$ cat config.mk
export PLATFORM = sky130hd
export DESIGN_NAME = osw_top
export DESIGN_NICKNAME = d
export VERILOG_FILES = /design/src/hdl/osw_pkg.sv /design/src/hdl/osw_read_align.sv /design/src/hdl/osw_top.sv /design/src/hdl/osw_width_decode.sv
export SDC_FILE = /design/constraint.sdc
export NUM_CORES = 1
export LEC_CHECK = 0
export ABC_CLOCK_PERIOD_IN_PS = 2360
export BUFFER_PORTS_ARGS = -buffer_cell sky130_fd_sc_hd__buf_2
export CELL_PAD_IN_SITES_DETAIL_PLACEMENT = 1
export CELL_PAD_IN_SITES_GLOBAL_PLACEMENT = 1
export CORE_MARGIN = 1
export CORE_UTILIZATION = 31
export DETAILED_ROUTE_END_ITERATION = 16
export PLACE_DENSITY_LB_ADDON = 0.05
export SYNTH_ARGS = -nofsm -noshare
export SYNTH_HDL_FRONTEND = slang
export SYNTH_HIERARCHICAL = 1
export SYNTH_SLANG_ARGS = --single-unit
$ cat constraint.sdc
create_clock -name CLK -period 2.36 [get_ports CLK]
set_input_delay 0.118 -clock CLK [delete_from_list [all_inputs] [get_ports CLK]]
set_output_delay 0.118 -clock CLK [all_outputs]
set_load 0.02 [all_outputs]
$ cat src/hdl/osw_pkg.sv
// Package: shared constants and types for the operand spec / width block.
// Assumes a single microcycle clock and decoded microinstruction classes.
package osw_pkg;
   localparam logic [1:0] WIDTH_BYTE = 2'h0;
   localparam logic [1:0] WIDTH_WORD = 2'h1;
   localparam logic [1:0] WIDTH_UNUSED = 2'h2;
   localparam logic [1:0] WIDTH_LONG = 2'h3;
   localparam logic [7:0] ADDR_OPSPEC = 8'h7C;
   localparam logic [7:0] ADDR_WIDTH_LD = 8'h7D;
   localparam logic [7:0] ADDR_WIDTH_RW = 8'h7E;
   localparam logic [2:0] AUX_FN2_BUS_REQ = 3'h4;
   localparam int FIELD_LO = 5;
   localparam logic [1:0] FLAG_LONG_HOLD = 2'h0;
   localparam logic [1:0] FLAG_LONG_SET = 2'h1;
   localparam logic [1:0] MEMW_USE_SIZE = 2'h2;
   localparam logic [1:0] MWCTL_HOLD = 2'h3;
   localparam logic [1:0] MWCTL_LONG = 2'h2;
   localparam logic [7:0] OPSPEC_RESET = 8'h00;
   localparam logic [1:0] WIDTH_RESET = 2'h3;
   localparam logic [1:0] MEMW_RESET = 2'h3;
   localparam logic [1:0] SEL_HOLD = 2'h0;
   localparam logic [1:0] SEL_PREFETCH = 2'h1;

   typedef enum logic [2:0]
   {
      OSW_UOP_NONE = 3'b000,
      OSW_UOP_ALU = 3'b001,
      OSW_UOP_MOVE = 3'b010,
      OSW_UOP_WIDE = 3'b011,
      OSW_UOP_MEMREQ = 3'b100,
      OSW_UOP_DISPATCH = 3'b101,
      OSW_UOP_AUX = 3'b110
   } osw_uop_e;

   typedef struct packed
   {
      osw_uop_e uop;
      logic [7:0] d_addr;
      logic xfer_ok;
      logic [2:0] aux_fn2;
      logic [31:0] word;
   } osw_uinst_s;
endpackage

$ cat src/hdl/osw_read_align.sv
// Read align: sizes and sign-extends memory read data by a width code.
// Assumes the width code is one of byte, word or longword.
`timescale 1ns/10ps
module osw_read_align
   import osw_pkg::*;
(
   input wire logic [31:0] data,
   input wire logic [1:0] width,
   output logic [31:0] aligned
);
   always_comb
   begin
      case (width)
         WIDTH_BYTE:
            aligned = {{24{data[7]}}, data[7:0]};
         WIDTH_WORD:
            aligned = {{16{data[15]}}, data[15:0]};
         default:
            aligned = data;
      endcase
   end
endmodule

$ cat src/hdl/osw_top.sv
// Top: operand specifier register and data width control.
// Assumes microinstruction inputs and buses come from the same clock.
// Assumes read data stands on its bus during the move that takes it.
`timescale 1ns/10ps
module osw_top
   import osw_pkg::*;
(
   input wire logic CLK,
   input wire logic RST_N,
   input wire osw_uinst_s UINST,
   input wire logic [1:0] OPSPEC_LOAD_SELECT,
   input wire logic [7:0] PREFETCH_BUS,
   input wire logic [31:0] Y_BUS,
   input wire logic [1:0] OPCODE_WIDTH_CLASS,
   input wire logic CLASS_DECODE_PHASE,
   input wire logic LEGACY_MODE,
   input wire logic [31:0] MEMCTL_READ_DATA,
   output logic [31:0] D_BUS,
   output logic D_BUS_EN,
   output logic [3:0] BUS_REQ,
   output logic [1:0] MEMCTL_BUS_WIDTH,
   output logic [1:0] ALU_FLAGS_WIDTH,
   output logic [2:0] LS_WRITE_EN,
   output logic [7:0] OPERAND_SPEC,
   output logic [1:0] OP_WIDTH,
   output logic [1:0] MEM_READ_WIDTH
);
   logic [7:0] operand_spec_reg_q;
   logic [1:0] op_width_q;
   logic [1:0] mem_read_width_reg_q;
   logic read_pending_q;
   logic [1:0] xfer_width;
   logic width_valid;
   logic [1:0] mem_width_load_ctl;
   logic [31:0] aligned_read;
   logic is_xfer;
   logic y_to_opspec_load;
   logic width_load_y;
   logic [31:0] d_bus_d;
   logic d_en_d;
   logic [2:0] ls_en_d;
   logic [1:0] flag_ctl_field;
   logic is_memreq;
   logic is_dispatch;
   logic prefetch_load;
   logic class_load;
   logic aux_bus_req;
   logic d_sel_spec;
   logic d_sel_stat;
   logic d_sel_read;

   // Same bits serve as flag field and memory width field
   assign flag_ctl_field = UINST.word[FIELD_LO+1:FIELD_LO];
   assign is_xfer = (UINST.uop == OSW_UOP_ALU) || (UINST.uop == OSW_UOP_MOVE);
   assign is_memreq = (UINST.uop == OSW_UOP_MEMREQ);
   assign is_dispatch = (UINST.uop == OSW_UOP_DISPATCH);
   assign y_to_opspec_load = is_xfer && UINST.xfer_ok &&
                             (UINST.d_addr == ADDR_OPSPEC);
   assign width_load_y = is_xfer && ((UINST.d_addr == ADDR_WIDTH_LD) ||
                                     (UINST.d_addr == ADDR_WIDTH_RW));
   assign prefetch_load = is_dispatch &&
                          (OPSPEC_LOAD_SELECT == SEL_PREFETCH);
   assign class_load = is_dispatch && CLASS_DECODE_PHASE;
   assign aux_bus_req = (UINST.uop == OSW_UOP_AUX) &&
                        (UINST.aux_fn2 == AUX_FN2_BUS_REQ);

   // D bus sources; spec wins, then status, then read data
   assign d_sel_spec = y_to_opspec_load;
   assign d_sel_stat = is_xfer && (UINST.d_addr == ADDR_WIDTH_RW);
   // Read data waits for the first move after any request
   assign d_sel_read = (UINST.uop == OSW_UOP_MOVE) && read_pending_q;

   osw_width_decode u_width
   (
      .uop(UINST.uop),
      .field(flag_ctl_field),
      .op_width(op_width_q),
      .legacy(LEGACY_MODE),
      .width(xfer_width),
      .valid(width_valid)
   );

   osw_read_align u_align
   (
      .data(MEMCTL_READ_DATA),
      .width(mem_read_width_reg_q),
      .aligned(aligned_read)
   );

   always_comb
   begin
      if (is_memreq)
      begin
         case (xfer_width)
            WIDTH_BYTE:
               mem_width_load_ctl = 2'h0;
            WIDTH_WORD:
               mem_width_load_ctl = 2'h1;
            default:
               mem_width_load_ctl = MWCTL_LONG;
         endcase
      end
      else
         mem_width_load_ctl = MWCTL_HOLD;
   end

   always_ff @(posedge CLK or negedge RST_N)
   begin
      if (!RST_N)
         operand_spec_reg_q <= OPSPEC_RESET;
      else if (y_to_opspec_load)
         operand_spec_reg_q <= Y_BUS[7:0];
      else if (prefetch_load)
         operand_spec_reg_q <= PREFETCH_BUS;
   end

   always_ff @(posedge CLK or negedge RST_N)
   begin
      if (!RST_N)
         op_width_q <= WIDTH_RESET;
      // reload from Y
      // Code 10 is never stored, so it folds to longword
      else if (width_load_y)
         op_width_q <= (Y_BUS[1:0] == WIDTH_UNUSED) ? WIDTH_LONG : Y_BUS[1:0];
      // class decode load
      // Y load wins when both fall in one cycle
      else if (class_load)
         op_width_q <= (OPCODE_WIDTH_CLASS == WIDTH_UNUSED) ?
                       WIDTH_LONG : OPCODE_WIDTH_CLASS;
   end

   always_ff @(posedge CLK or negedge RST_N)
   begin
      if (!RST_N)
         mem_read_width_reg_q <= MEMW_RESET;
      else
      begin
         case (mem_width_load_ctl)
            2'h0:
               mem_read_width_reg_q <= WIDTH_BYTE;
            2'h1:
               mem_read_width_reg_q <= WIDTH_WORD;
            MWCTL_LONG:
               mem_read_width_reg_q <= WIDTH_LONG;
            default:
               mem_read_width_reg_q <= mem_read_width_reg_q;
         endcase
      end
   end

   // Read pending until the next move
   // Reads and writes are not told apart here
   always_ff @(posedge CLK or negedge RST_N)
   begin
      if (!RST_N)
         read_pending_q <= 1'b0;
      else if (is_memreq)
         read_pending_q <= 1'b1;
      else if (UINST.uop == OSW_UOP_MOVE)
         read_pending_q <= 1'b0;
   end

   // D bus source select
   always_comb
   begin
      d_bus_d = 32'h0000_0000;
      d_en_d = 1'b0;
      if (d_sel_spec)
      begin
         d_bus_d = {{24{operand_spec_reg_q[7]}}, operand_spec_reg_q};
         d_en_d = 1'b1;
      end
      else if (d_sel_stat)
      begin
         d_bus_d[1:0] = op_width_q;
         d_bus_d[7:6] = mem_read_width_reg_q;
         d_en_d = 1'b1;
      end
      else if (d_sel_read)
      begin
         d_bus_d = aligned_read;
         d_en_d = 1'b1;
      end
   end

   always_comb
   begin
      ls_en_d = 3'h0;
      if (is_xfer && width_valid)
      begin
         case (xfer_width)
            WIDTH_BYTE:
               ls_en_d = 3'h1;
            WIDTH_WORD:
               ls_en_d = 3'h3;
            default:
               ls_en_d = 3'h7;
         endcase
      end
   end

   // D bus data, zero when no source drives
   always_ff @(posedge CLK or negedge RST_N)
   begin
      if (!RST_N)
         D_BUS <= 32'h0000_0000;
      else
         D_BUS <= d_bus_d;
   end

   // D bus enable
   always_ff @(posedge CLK or negedge RST_N)
   begin
      if (!RST_N)
         D_BUS_EN <= 1'b0;
      else
         D_BUS_EN <= d_en_d;
   end

   // Store write enables
   always_ff @(posedge CLK or negedge RST_N)
   begin
      if (!RST_N)
         LS_WRITE_EN <= 3'h0;
      else
         LS_WRITE_EN <= ls_en_d;
   end

   always_ff @(posedge CLK or negedge RST_N)
   begin
      if (!RST_N)
         BUS_REQ <= 4'h0;
      else if (aux_bus_req)
         BUS_REQ <= operand_spec_reg_q[3:0];
      else
         BUS_REQ <= 4'h0;
   end

   always_ff @(posedge CLK or negedge RST_N)
   begin
      if (!RST_N)
         MEMCTL_BUS_WIDTH <= WIDTH_LONG;
      else
         MEMCTL_BUS_WIDTH <= xfer_width;
   end

   always_ff @(posedge CLK or negedge RST_N)
   begin
      if (!RST_N)
         ALU_FLAGS_WIDTH <= WIDTH_LONG;
      else
         ALU_FLAGS_WIDTH <= xfer_width;
   end

   // Operand spec mirror, one cycle behind
   always_ff @(posedge CLK or negedge RST_N)
   begin
      if (!RST_N)
         OPERAND_SPEC <= OPSPEC_RESET;
      else
         OPERAND_SPEC <= operand_spec_reg_q;
   end

   // Width register mirror
   always_ff @(posedge CLK or negedge RST_N)
   begin
      if (!RST_N)
         OP_WIDTH <= WIDTH_RESET;
      else
         OP_WIDTH <= op_width_q;
   end

   // Read width mirror
   always_ff @(posedge CLK or negedge RST_N)
   begin
      if (!RST_N)
         MEM_READ_WIDTH <= MEMW_RESET;
      else
         MEM_READ_WIDTH <= mem_read_width_reg_q;
   end
endmodule

$ cat src/hdl/osw_width_decode.sv
// Width decode: turns the flag or width field into a transfer width code.
// Assumes the decoded microinstruction class is stable within the cycle.
`timescale 1ns/10ps
module osw_width_decode
   import osw_pkg::*;
(
   input wire osw_uop_e uop,
   input wire logic [1:0] field,
   input wire logic [1:0] op_width,
   input wire logic legacy,
   output logic [1:0] width,
   output logic valid
);
   logic [1:0] raw;
   always_comb
   begin
      raw = WIDTH_LONG;
      valid = 1'b0;
      case (uop)
         OSW_UOP_ALU, OSW_UOP_MOVE, OSW_UOP_WIDE:
         begin
            valid = 1'b1;
            if (field == FLAG_LONG_HOLD || field == FLAG_LONG_SET)
               raw = WIDTH_LONG;
            else
               raw = op_width;
         end
         OSW_UOP_MEMREQ:
         begin
            valid = 1'b1;
            if (field == MEMW_USE_SIZE)
               raw = op_width;
            else
               raw = field;
         end
         default:
            raw = WIDTH_LONG;
      endcase
      if (raw == WIDTH_UNUSED)
         raw = WIDTH_LONG;
      if (legacy && raw == WIDTH_LONG)
         width = WIDTH_WORD;
      else
         width = raw;
   end
endmodule

==> run metrics, run 1 <==
Worst Tran Pin Value=871 ps; Detailed Routing Iterations Pass 1=3; overflow left after global routing=0; LEAKAGE=2.13 nW; CP Data Required Time=2630 ps; f_max=520 MHz; Mapped Cells=299; Top Ports=183; DRC errors left=0; worst skew pair latency=340 ps; maxcap violations=0; hold slack=24.1 ps; DRT iter0 DRCs=44; Final ANT Viol Nets=0; commonest cells in the netlist=dfrtp_1 (57), nand2_1 (39), o21ai_0 (29); Final Util=41.4%; initial core utilization=32.0%; placed cells=537; Netlist cell types=42; Post-synth EDFFs=0; Worst IR Drop VDD=0.259 mV; ys flop type=dfrtp_1; status=finished clean; worst hold path class=in -> reg; synth warn=6; Critical Path End Type=register; mapped cell area=3120 um^2; largest net degree at the start of global routing=68; Vias/cell=4.61; sequential fraction of the synthesis area=54.1%; pre-CTS WS=426 ps; layout cells sized above 1=40.2%; FF+latch count, synth=67; global-route wire length before repair=13.1 mm; via count=2573; Syn Nets=428; largest area contributor in the netlist=dfrtp_1; initial antenna violation count=0; DIE WIDTH=102 um; worst rel slew slack=41.9%; Final Critical Period=1920 ps; Critical Path AT=2190 ps; Post-CTS Setup Inserts=0; DRT Wirelength=8.12 mm; CTS tree=done; Slew Limit Fails=0; ys async rst share=100%; Cell Pwr Density=689 nW/um^2; crit path kind=reg -> reg; Area Overhead vs Synth=29.7%; top cell type's share of synthesized area=45.7%; crit path max fanout=5; RSZ-0062 raised after global routing=no; Synth area leaders=dfrtp_1 (46%), dfstp_2 (8.4%), mux2i_1 (5.4%), nand2_1 (4.7%), o21ai_0 (4.6%); final instance area=4050 um^2; Setup crit start kind=register; Final Hold Fails=0; Final WS setup=437 ps; CTS Buf Count=9; H-tree Lvls=3; Final Power=2.79 mW; Root Driver=clkbuf_8; PortBufs=128; clock buffer depth=2; Die Span Y=102 um; Final Skew=5.18 ps; ANT cells=0; GP Congestion=0.720; setup tns final=0 ps; dpl cell area=3810 um^2; core area=9770 um^2; DP HPWL=5.68 mm; gr usage total=16.8%; clock slew at reported path FFs=70 ps; post_cts resized=0; post-synthesis average cell area=10.4 um^2; non-filler cells, final=558; fin nets=549; CTS sink cnt=67; most frequent cell after synthesis=dfrtp_1; period utilization=81.5%; per-cell routed wire length=14.6 um; Filler Cells Inserted=1172; die area=10500 um^2; vias in the first global route=2676; cell row count=36; Final setup viols=0
## layout by cell type, fill, tap and decap left out, drive strengths merged, types with 2 or more instances in the layout
cell	instances
nor3b	3
and4	2
nor4b	2
nor2	12
or3	2
o31ai	4
dfrtp	57
o21a	2
inv	22
buf	134
or3b	2
clkbuf	11
o21ai	36
mux2	4
and2	5
a22oi	8
mux2i	18
a22o	8
ha	2
dfstp	10
nand2	39
nand4	4
clkinv	3
a21o	8
dlygate4sd3	5
xnor2	3
nand3	5
nand2b	3
## report_power, final
group | total [mW] | switching (mW) | internal, mW
clock network | 0.944 | 0.433 | 0.511
registers | 1.35 | 0.0706 | 1.28
logic | 0.496 | 0.292 | 0.204
## routing by layer
metal	routed length, um	share of wire, %	track usage [%]	up-vias
met4	134	1.6	7.91	0
met5	0	0	0	-
met2	3800	47	27.9	85
met1	3730	46	20.7	1230
met3	461	5.7	4.04	11
li1	-	-	-	1247
## state kept, by name, indices dropped and copies added (netlist names)
signal                flops
BUS_REQ                   4
D_BUS_EN                  1
MEM_READ_WIDTH            2
OP_WIDTH                  2
OPERAND_SPEC              8
operand_spec_reg_q        8
read_pending_q            1
ALU_FLAGS_WIDTH           2
LS_WRITE_EN               3
op_width_q                2
mem_read_width_reg_q      2
D_BUS                    32
## cell families after synthesis
family          share of synthesized area (%)
compound gates                           14.1
xor+xnor                                 1.36
fa+ha+maj                               0.801
buf+inv                                  8.37
flops                                    54.1
mux                                      7.61
simple gates                             13.7
## final cells by class
cell class                 instances  area (um^2)  area share, %
clock inverter                     5         52.6           1.30
clock buffer                      11          141           3.49
timing repair buffer             139          738           18.2
tap                              133          166           4.11
multi-input combinational        181         1180           29.1
sequential                        67         1690           41.7
inverter                          22         82.6           2.04
## timing repair
item,4_1_cts,5_1_grt
hold buffers,5,0
endpoints found under the hold margin,61,0
endpoints found under the setup margin,0,0
## critical path: stages, from the launching register on
cell,delay (ps)
dfstp_2,590
o21ai_0,100
nand3_1,90
o32a_1,190
inv_1,50
o21ai_0,250
ha_1,240
mux2_2,340
## worst paths after layout
kind	from	endpoint	slack, ps	depth (start not counted)
worst max-delay path	op_width_q[0]	mem_read_width_reg_q[1]	440	7
worst min-delay path	PREFETCH_BUS[1]	operand_spec_reg_q[1]	20	3
worst max register to register	op_width_q[0]	mem_read_width_reg_q[1]	440	7
worst min register to register	operand_spec_reg_q[7]	OPERAND_SPEC[7]	380	0
max in group asynchronous	RST_N	OPERAND_SPEC[3]	1350	2
min in group asynchronous	RST_N	D_BUS[11]	450	2
Note: power is estimated with default switching activity, not from simulation.
==> run 2: changes to the inputs <==
--- a/config.mk
+++ b/config.mk
@@ -5,7 +5,7 @@
 export SDC_FILE = /design/constraint.sdc
 export NUM_CORES = 1
 export LEC_CHECK = 0
-export ABC_CLOCK_PERIOD_IN_PS = 2360
+export ABC_CLOCK_PERIOD_IN_PS = 2000
 export BUFFER_PORTS_ARGS = -buffer_cell sky130_fd_sc_hd__buf_2
 export CELL_PAD_IN_SITES_DETAIL_PLACEMENT = 1
 export CELL_PAD_IN_SITES_GLOBAL_PLACEMENT = 1
==> constraint.sdc (replaced) <==
create_clock -name CLK -period 2 [get_ports CLK]
set_input_delay 0.1 -clock CLK [delete_from_list [all_inputs] [get_ports CLK]]
set_output_delay 0.1 -clock CLK [all_outputs]
set_load 0.02 [all_outputs]
==> run metrics, run 2 (synthesized netlist as in run 1, its figures left out) <==
layout cells sized above 1=42.5% (was 40.2%); via count=2611 (was 2573); initial antenna violation count=0 (unchanged); per-cell routed wire length=14.3 um (was 14.6 um); max reg flops=32 (unchanged); CP Data Required Time=2270 ps (was 2630 ps); DIE WIDTH=102 um (unchanged); Final setup viols=0 (unchanged); Area Overhead vs Synth=35.7% (was 29.7%); CTS Buf Count=9 (unchanged); DRC errors left=0 (unchanged); reg2reg start=op_width_q[1] (was op_width_q[0]); PortBufs=128 (unchanged); cell row count=36 (unchanged); CTS sink cnt=67 (unchanged); die area=10500 um^2 (unchanged); Critical Path End Type=register (unchanged); DRT iter0 DRCs=42 (was 44); worst skew pair latency=330 ps (was 340 ps); Worst Tran Pin Value=529 ps (was 871 ps); f_max=534 MHz (was 520 MHz); Crit-path slowest cell=dfstp_2 (unchanged); global-route wire length before repair=13.1 mm (about the same); GP Congestion=0.725 (was 0.720); H-tree Lvls=3 (unchanged); Final WS setup=127 ps (was 437 ps); Vias/cell=4.57 (was 4.61); DRT Wirelength=8.16 mm (was 8.12 mm); initial core utilization=32.0% (unchanged); LEAKAGE=2.23 nW (was 2.13 nW); pre-CTS WS=11.4 ps (was 426 ps); Final Power=3.61 mW (was 2.79 mW); crit path to=mem_read_width_reg_q[0] (was mem_read_width_reg_q[1]); period utilization=93.6% (was 81.5%); core area=9770 um^2 (unchanged); Critical R2R Capture=mem_read_width_reg_q[0] (was mem_read_width_reg_q[1]); largest net degree at the start of global routing=37 (was 68); setup tns final=0 ps (unchanged); maxcap violations=0 (unchanged); Setup crit start kind=register (unchanged); Final Skew=9.69 ps (was 5.18 ps); worst stage delay on the critical path=600 ps (was 590 ps); most flop-heavy register=D_BUS (unchanged); Die Span Y=102 um (unchanged); Top Ports=183 (unchanged); DP HPWL=5.90 mm (was 5.68 mm); ANT cells=0 (unchanged); Final ANT Viol Nets=0 (unchanged); Post-CTS Setup Inserts=0 (unchanged); status=finished clean (unchanged); CTS tree=done (unchanged); gr usage total=16.7% (was 16.8%); Final Util=43.4% (was 41.4%); commonest non-fill, non-tap cell in the layout=buf_2 (unchanged); non-filler cells, final=571 (was 558); final instance area=4240 um^2 (was 4050 um^2); clock slew at reported path FFs=80 ps (was 70 ps); overflow left after global routing=0 (unchanged); RSZ-0062 raised after global routing=no (unchanged); fin nets=562 (was 549); Root Driver=clkbuf_8 (unchanged); worst setup path startpoint=op_width_q[1] (was op_width_q[0]); Final Critical Period=1870 ps (was 1920 ps); Slew Limit Fails=0 (unchanged); clock buffer depth=2 (unchanged); biggest regs=D_BUS (32), OPERAND_SPEC (8), operand_spec_reg_q (8) (unchanged); dpl cell area=3900 um^2 (was 3810 um^2); most frequent cells in the layout=buf_2 (127), dfrtp_1 (57), nand2_1 (39), o21ai_0 (28), inv_1 (22) (was buf_2 (127), dfrtp_1 (57), nand2_1 (39), o21ai_0 (29), inv_1 (22)); R2R Setup Slk=130 ps (was 440 ps); crit-path cells=o21ai_0 -> a311oi_2 -> or3_1 -> ha_1 -> mux2_2 (was o21ai_0 -> nand3_1 -> o32a_1 -> inv_1 -> o21ai_0 -> ha_1 -> mux2_2); crit path max fanout=6 (was 5); crit path kind=reg -> reg (unchanged); reg2reg path depth=5 (was 7); hold slack=12.1 ps (was 24.1 ps); vias in the first global route=2639 (was 2676); Critical Path AT=2140 ps (was 2190 ps); Worst IR Drop VDD=0.324 mV (was 0.259 mV); worst hold path class=in -> reg (unchanged); worst rel slew slack=64.0% (was 41.9%); Final Hold Fails=0 (unchanged); Cell Pwr Density=853 nW/um^2 (was 689 nW/um^2); placed cells=548 (was 537); Detailed Routing Iterations Pass 1=4 (was 3)
==> run 2: cell types whose count changed in the layout (fill, tap and decap cells not counted), sizes merged <==
| cell | previous run | this run |
|---|---|---|
| buf | 134 | 145 |
| bufinv | 1 | 3 |
| clkbuf | 11 | 10 |
| clkinvlp | 1 | 0 |
| dlygate4sd3 | 5 | 7 |
==> run 2: worst max-delay path: cells and delay by family, from the launching register on <==
kind            cells  cell delay, ps
compound gates      2             470
fa+ha+maj           1             190
flops               1             600
mux                 1             340
simple gates        1             210
==> run 2: layout make-up <==
| cell class | count | area [um^2] |
|---|---|---|
| Clock buffer | 10 | 138 |
| Clock inverter | 6 | 113 |
| Fill cell | 1152 | 5540 |
| Inverter | 22 | 82.6 |
| Multi-Input combinational cell | 181 | 1200 |
| Sequential cell | 67 | 1690 |
| Tap cell | 133 | 166 |
| Timing Repair Buffer | 152 | 853 |
==> run 2: layer usage <==
layer	up-vias	track usage, %	wire (um)
met5	-	0	0
met4	0	6.26	87
met3	9	3.49	407
met2	85	27.8	3840
met1	1243	21.2	3820
li1	1274	-	-
==> run 2: worst min path at each step <==
stage               startpoint                     to  slack, ps  cells past startpoint
4_1_cts        PREFETCH_BUS[1]  operand_spec_reg_q[1]          2                      3
5_1_grt        PREFETCH_BUS[0]  operand_spec_reg_q[0]         10                      3
3_5_place_dp             RST_N              D_BUS[12]         90                      1
2_1_floorplan            RST_N             BUS_REQ[0]       -200                      0
6_report       PREFETCH_BUS[0]  operand_spec_reg_q[0]         10                      3
3_3_place_gp             RST_N              D_BUS[12]         90                      1
==> run 2: power breakdown <==
group	leakage, nW	total [mW]	switching, mW	internal, mW
Clock	0.126	1.40	0.534	0.865
Combinational	1.24	0.631	0.362	0.268
Sequential	0.864	1.59	0.0765	1.51
Total	2.23	3.61	0.973	2.64
==> run 2: timing repair <==
item,in CTS,in global routing
hold buffers,7,0
gates resized for setup,1,3
endpoints found under the setup margin,1,2
endpoints found under the hold margin,38,0
==> run 3: changes to the inputs <==
--- a/config.mk
+++ b/config.mk
@@ -5,12 +5,13 @@
 export SDC_FILE = /design/constraint.sdc
 export NUM_CORES = 1
 export LEC_CHECK = 0
+export ABC_AREA = 1
 export ABC_CLOCK_PERIOD_IN_PS = 2000
-export BUFFER_PORTS_ARGS = -buffer_cell sky130_fd_sc_hd__buf_2
+export BUFFER_PORTS_ARGS = -buffer_cell sky130_fd_sc_hd__clkbuf_2
 export CELL_PAD_IN_SITES_DETAIL_PLACEMENT = 1
 export CELL_PAD_IN_SITES_GLOBAL_PLACEMENT = 1
 export CORE_MARGIN = 1
-export CORE_UTILIZATION = 31
+export CORE_UTILIZATION = 32
 export DETAILED_ROUTE_END_ITERATION = 16
 export PLACE_DENSITY_LB_ADDON = 0.05
 export SYNTH_ARGS = -nofsm -noshare
==> run metrics, run 3 <==
Final Critical Period=1780 ps (was 1870 ps); Crit-path slowest cell=dfstp_2 (unchanged); overflow left after global routing=0 (unchanged); initial antenna violation count=0 (unchanged); Critical Path AT=2050 ps (was 2140 ps); fin nets=670 (was 562); worst rel slew slack=42.9% (was 64.0%); layout cells sized above 1=34.2% (was 42.5%); post-synthesis average cell area=8.52 um^2 (was 10.4 um^2); ys flop type=dfrtp_1 (unchanged); Worst Tran Pin Value=856 ps (was 529 ps); Top Ports=183 (unchanged); CTS tree=done (unchanged); GP Congestion=0.768 (was 0.725); Root Driver=clkbuf_8 (unchanged); commonest non-fill, non-tap cell in the layout=nand2_1 (was buf_2); DRC errors left=0 (unchanged); Hold Crit Start=OPCODE_WIDTH_CLASS[0] (was PREFETCH_BUS[0]); DRT iter0 DRCs=92 (was 42); # hold bufs at CTS=18 (was 7); most flop-heavy register=D_BUS (unchanged); placed cells=648 (was 548); clock buffer depth=2 (unchanged); Area Overhead vs Synth=30.1% (was 35.7%); DP HPWL=6.92 mm (was 5.90 mm); worst stage delay on the critical path=550 ps (was 600 ps); worst skew pair latency=340 ps (was 330 ps); Detailed Routing Iterations Pass 1=4 (unchanged); Syn Nets=535 (was 428); Slew Limit Fails=0 (unchanged); reg2reg path depth=10 (was 5); global-route wire length before repair=15.9 mm (was 13.1 mm); setup tns final=0 ps (unchanged); largest area contributor in the netlist=dfrtp_1 (unchanged); DIE WIDTH=106 um (was 102 um); Netlist cell types=26 (was 42); worst setup path startpoint=op_width_q[1] (unchanged); R2R Setup Slk=220 ps (was 130 ps); largest net degree at the start of global routing=68 (was 37); die area=11200 um^2 (was 10500 um^2); CTS Buf Count=9 (unchanged); f_max=562 MHz (was 534 MHz); most frequent cell after synthesis=nand2_1 (was dfrtp_1); Post-synth EDFFs=0 (unchanged); sequential fraction of the synthesis area=48.8% (was 54.1%); Critical Path End Type=register (unchanged); PortBufs=128 (unchanged); CTS sink cnt=67 (unchanged); Synth area leaders=dfrtp_1 (41%), nand2_1 (14%), dfstp_2 (7.6%), nand3_1 (6.5%), nand3b_1 (6.3%) (was dfrtp_1 (46%), dfstp_2 (8.4%), mux2i_1 (5.4%), nand2_1 (4.7%), o21ai_0 (4.6%)); per-cell routed wire length=14.0 um (was 14.3 um); status=finished clean (unchanged); Critical R2R Capture=mem_read_width_reg_q[0] (unchanged); Worst IR Drop VDD=0.337 mV (was 0.324 mV); crit path kind=reg -> reg (unchanged); CP Data Required Time=2270 ps (about the same); post_cts resized=0 (was 1); Die Span Y=106 um (was 102 um); crit-path cells=o21ai_0 -> nand2_1 -> nand2_1 -> nor2_1 -> inv_1 -> a21oi_1 -> inv_1 -> ha_1 -> nor2_1 -> a21oi_1 (was o21ai_0 -> a311oi_2 -> or3_1 -> ha_1 -> mux2_2); worst hold path class=in -> reg (unchanged); Vias/cell=4.61 (was 4.57); period utilization=89.0% (was 93.6%); Final setup viols=0 (unchanged); LEAKAGE=2.60 nW (was 2.23 nW); non-filler cells, final=682 (was 571); mapped cell area=3460 um^2 (was 3120 um^2); crit path to=mem_read_width_reg_q[0] (unchanged); synth warn=6 (unchanged); Post-CTS Setup Inserts=0 (unchanged); core area=10400 um^2 (was 9770 um^2); maxcap violations=0 (unchanged); ANT cells=0 (unchanged); crit path max fanout=3 (was 6); Final ANT Viol Nets=0 (unchanged); max reg flops=32 (unchanged); Final Skew=7.81 ps (was 9.69 ps); ys async rst share=100% (unchanged); Cell Pwr Density=785 nW/um^2 (was 853 nW/um^2); biggest regs=D_BUS (32), OPERAND_SPEC (8), operand_spec_reg_q (8) (unchanged); H-tree Lvls=3 (unchanged); initial core utilization=33.2% (was 32.0%); RSZ-0062 raised after global routing=no (unchanged); reg2reg start=op_width_q[1] (unchanged); most frequent cells in the layout=nand2_1 (131), clkbuf_2 (127), dfrtp_1 (57), nand3_1 (45), nand3b_1 (29) (was buf_2 (127), dfrtp_1 (57), nand2_1 (39), o21ai_0 (28), inv_1 (22)); commonest cells in the netlist=nand2_1 (131), dfrtp_1 (57), nand3_1 (45) (was dfrtp_1 (57), nand2_1 (39), o21ai_0 (29)); via count=3143 (was 2611); clock slew at reported path FFs=80 ps (about the same); top cell type's share of synthesized area=41.2% (was 45.7%); vias in the first global route=3236 (was 2639); cell row count=37 (was 36); DRT Wirelength=9.54 mm (was 8.16 mm); Final Hold Fails=0 (unchanged); gr usage total=18.3% (was 16.7%); pre-CTS WS=231 ps (was 11.4 ps); Final WS setup=220 ps (was 127 ps); Mapped Cells=406 (was 299); FF+latch count, synth=67 (unchanged); Setup crit start kind=register (unchanged)
-- run 3: cell types whose count changed after synthesis, sizes merged, moves of 9 or more --
| cell | previous run | this run |
|---|---|---|
| nand3 | 5 | 50 |
| inv | 22 | 31 |
| nand4 | 4 | 14 |
| nor2 | 12 | 28 |
| nand3b | 0 | 29 |
| o21ai | 36 | 10 |
| nand2 | 39 | 138 |
| mux2i | 18 | 0 |
-- run 3: worst max-delay path, delay by kind of cell (launching register included) --
family | cells | cell delay [ps]
AO/OA/AOI/OAI | 3 | 320
AND/OR/NAND/NOR | 4 | 370
flip-flops | 1 | 550
adder cells (fa/ha/maj) | 1 | 290
buffers and inverters | 2 | 160
-- run 3: per-stage QoR --
stage | util (%) | area [um^2] | power, mW | hold WS [ps]
after floorplan | - | 3460 | 2.11 | -196
after global placement | 39.5 | 4120 | 2.33 | 266
after detailed placement | 39.5 | 4120 | 2.35 | 275
after CTS | 43.2 | 4500 | 3.59 | 1.72
after global routing | 43.2 | 4500 | 3.75 | 24.4
final | 43.2 | 4500 | 3.53 | 10.5
-- run 3: routing by layer --
layer / vias up / part of all wire (%) / wire length, um / global-route usage, %
li1: 1562 / - / - / -
met1: 1486 / 45 / 4290 / 23.2
met2: 86 / 48 / 4610 / 30.9
met3: 9 / 5.7 / 542 / 4.48
met4: 0 / 0.96 / 92 / 5.75
met5: - / 0 / 0 / 0
-- run 3: layout make-up --
cell class | count | area [um^2]
multi-input combinational | 278 | 1430
fill | 1342 | 5920
tap | 136 | 170
timing repair buffer | 154 | 896
clock inverter | 7 | 77.6
clock buffer | 9 | 124
inverter | 31 | 116
sequential | 67 | 1690
-- run 3: kinds of logic after synthesis --
logic type,Yosys count,synth area share [%]
adders and majority gates,2,0.723
DFF,67,48.8
buffers and inverters,61,9.88
xor gates and xnor gates,1,0.253
AOI/OAI and AO/OA,14,2.03
and+or+nand+nor,261,38.3
-- run 3: report_power, final --
part | leakage [nW] | switching (mW) | internal, mW | total (mW)
sequential | 0.874 | 0.114 | 1.52 | 1.63
combinational | 1.62 | 0.446 | 0.299 | 0.745
clock | 0.105 | 0.572 | 0.586 | 1.16
total | 2.60 | 1.13 | 2.40 | 3.53
-- run 3: worst min path at each step --
stage | endpoint | slack [ps] | cells past startpoint
after floorplan | BUS_REQ[0] | -200 | 0
after global placement | D_BUS[14] | 270 | 1
after CTS | op_width_q[0] | 2 | 3
after global routing | op_width_q[0] | 20 | 3
after detailed placement | D_BUS[14] | 280 | 1
final | op_width_q[0] | 10 | 3
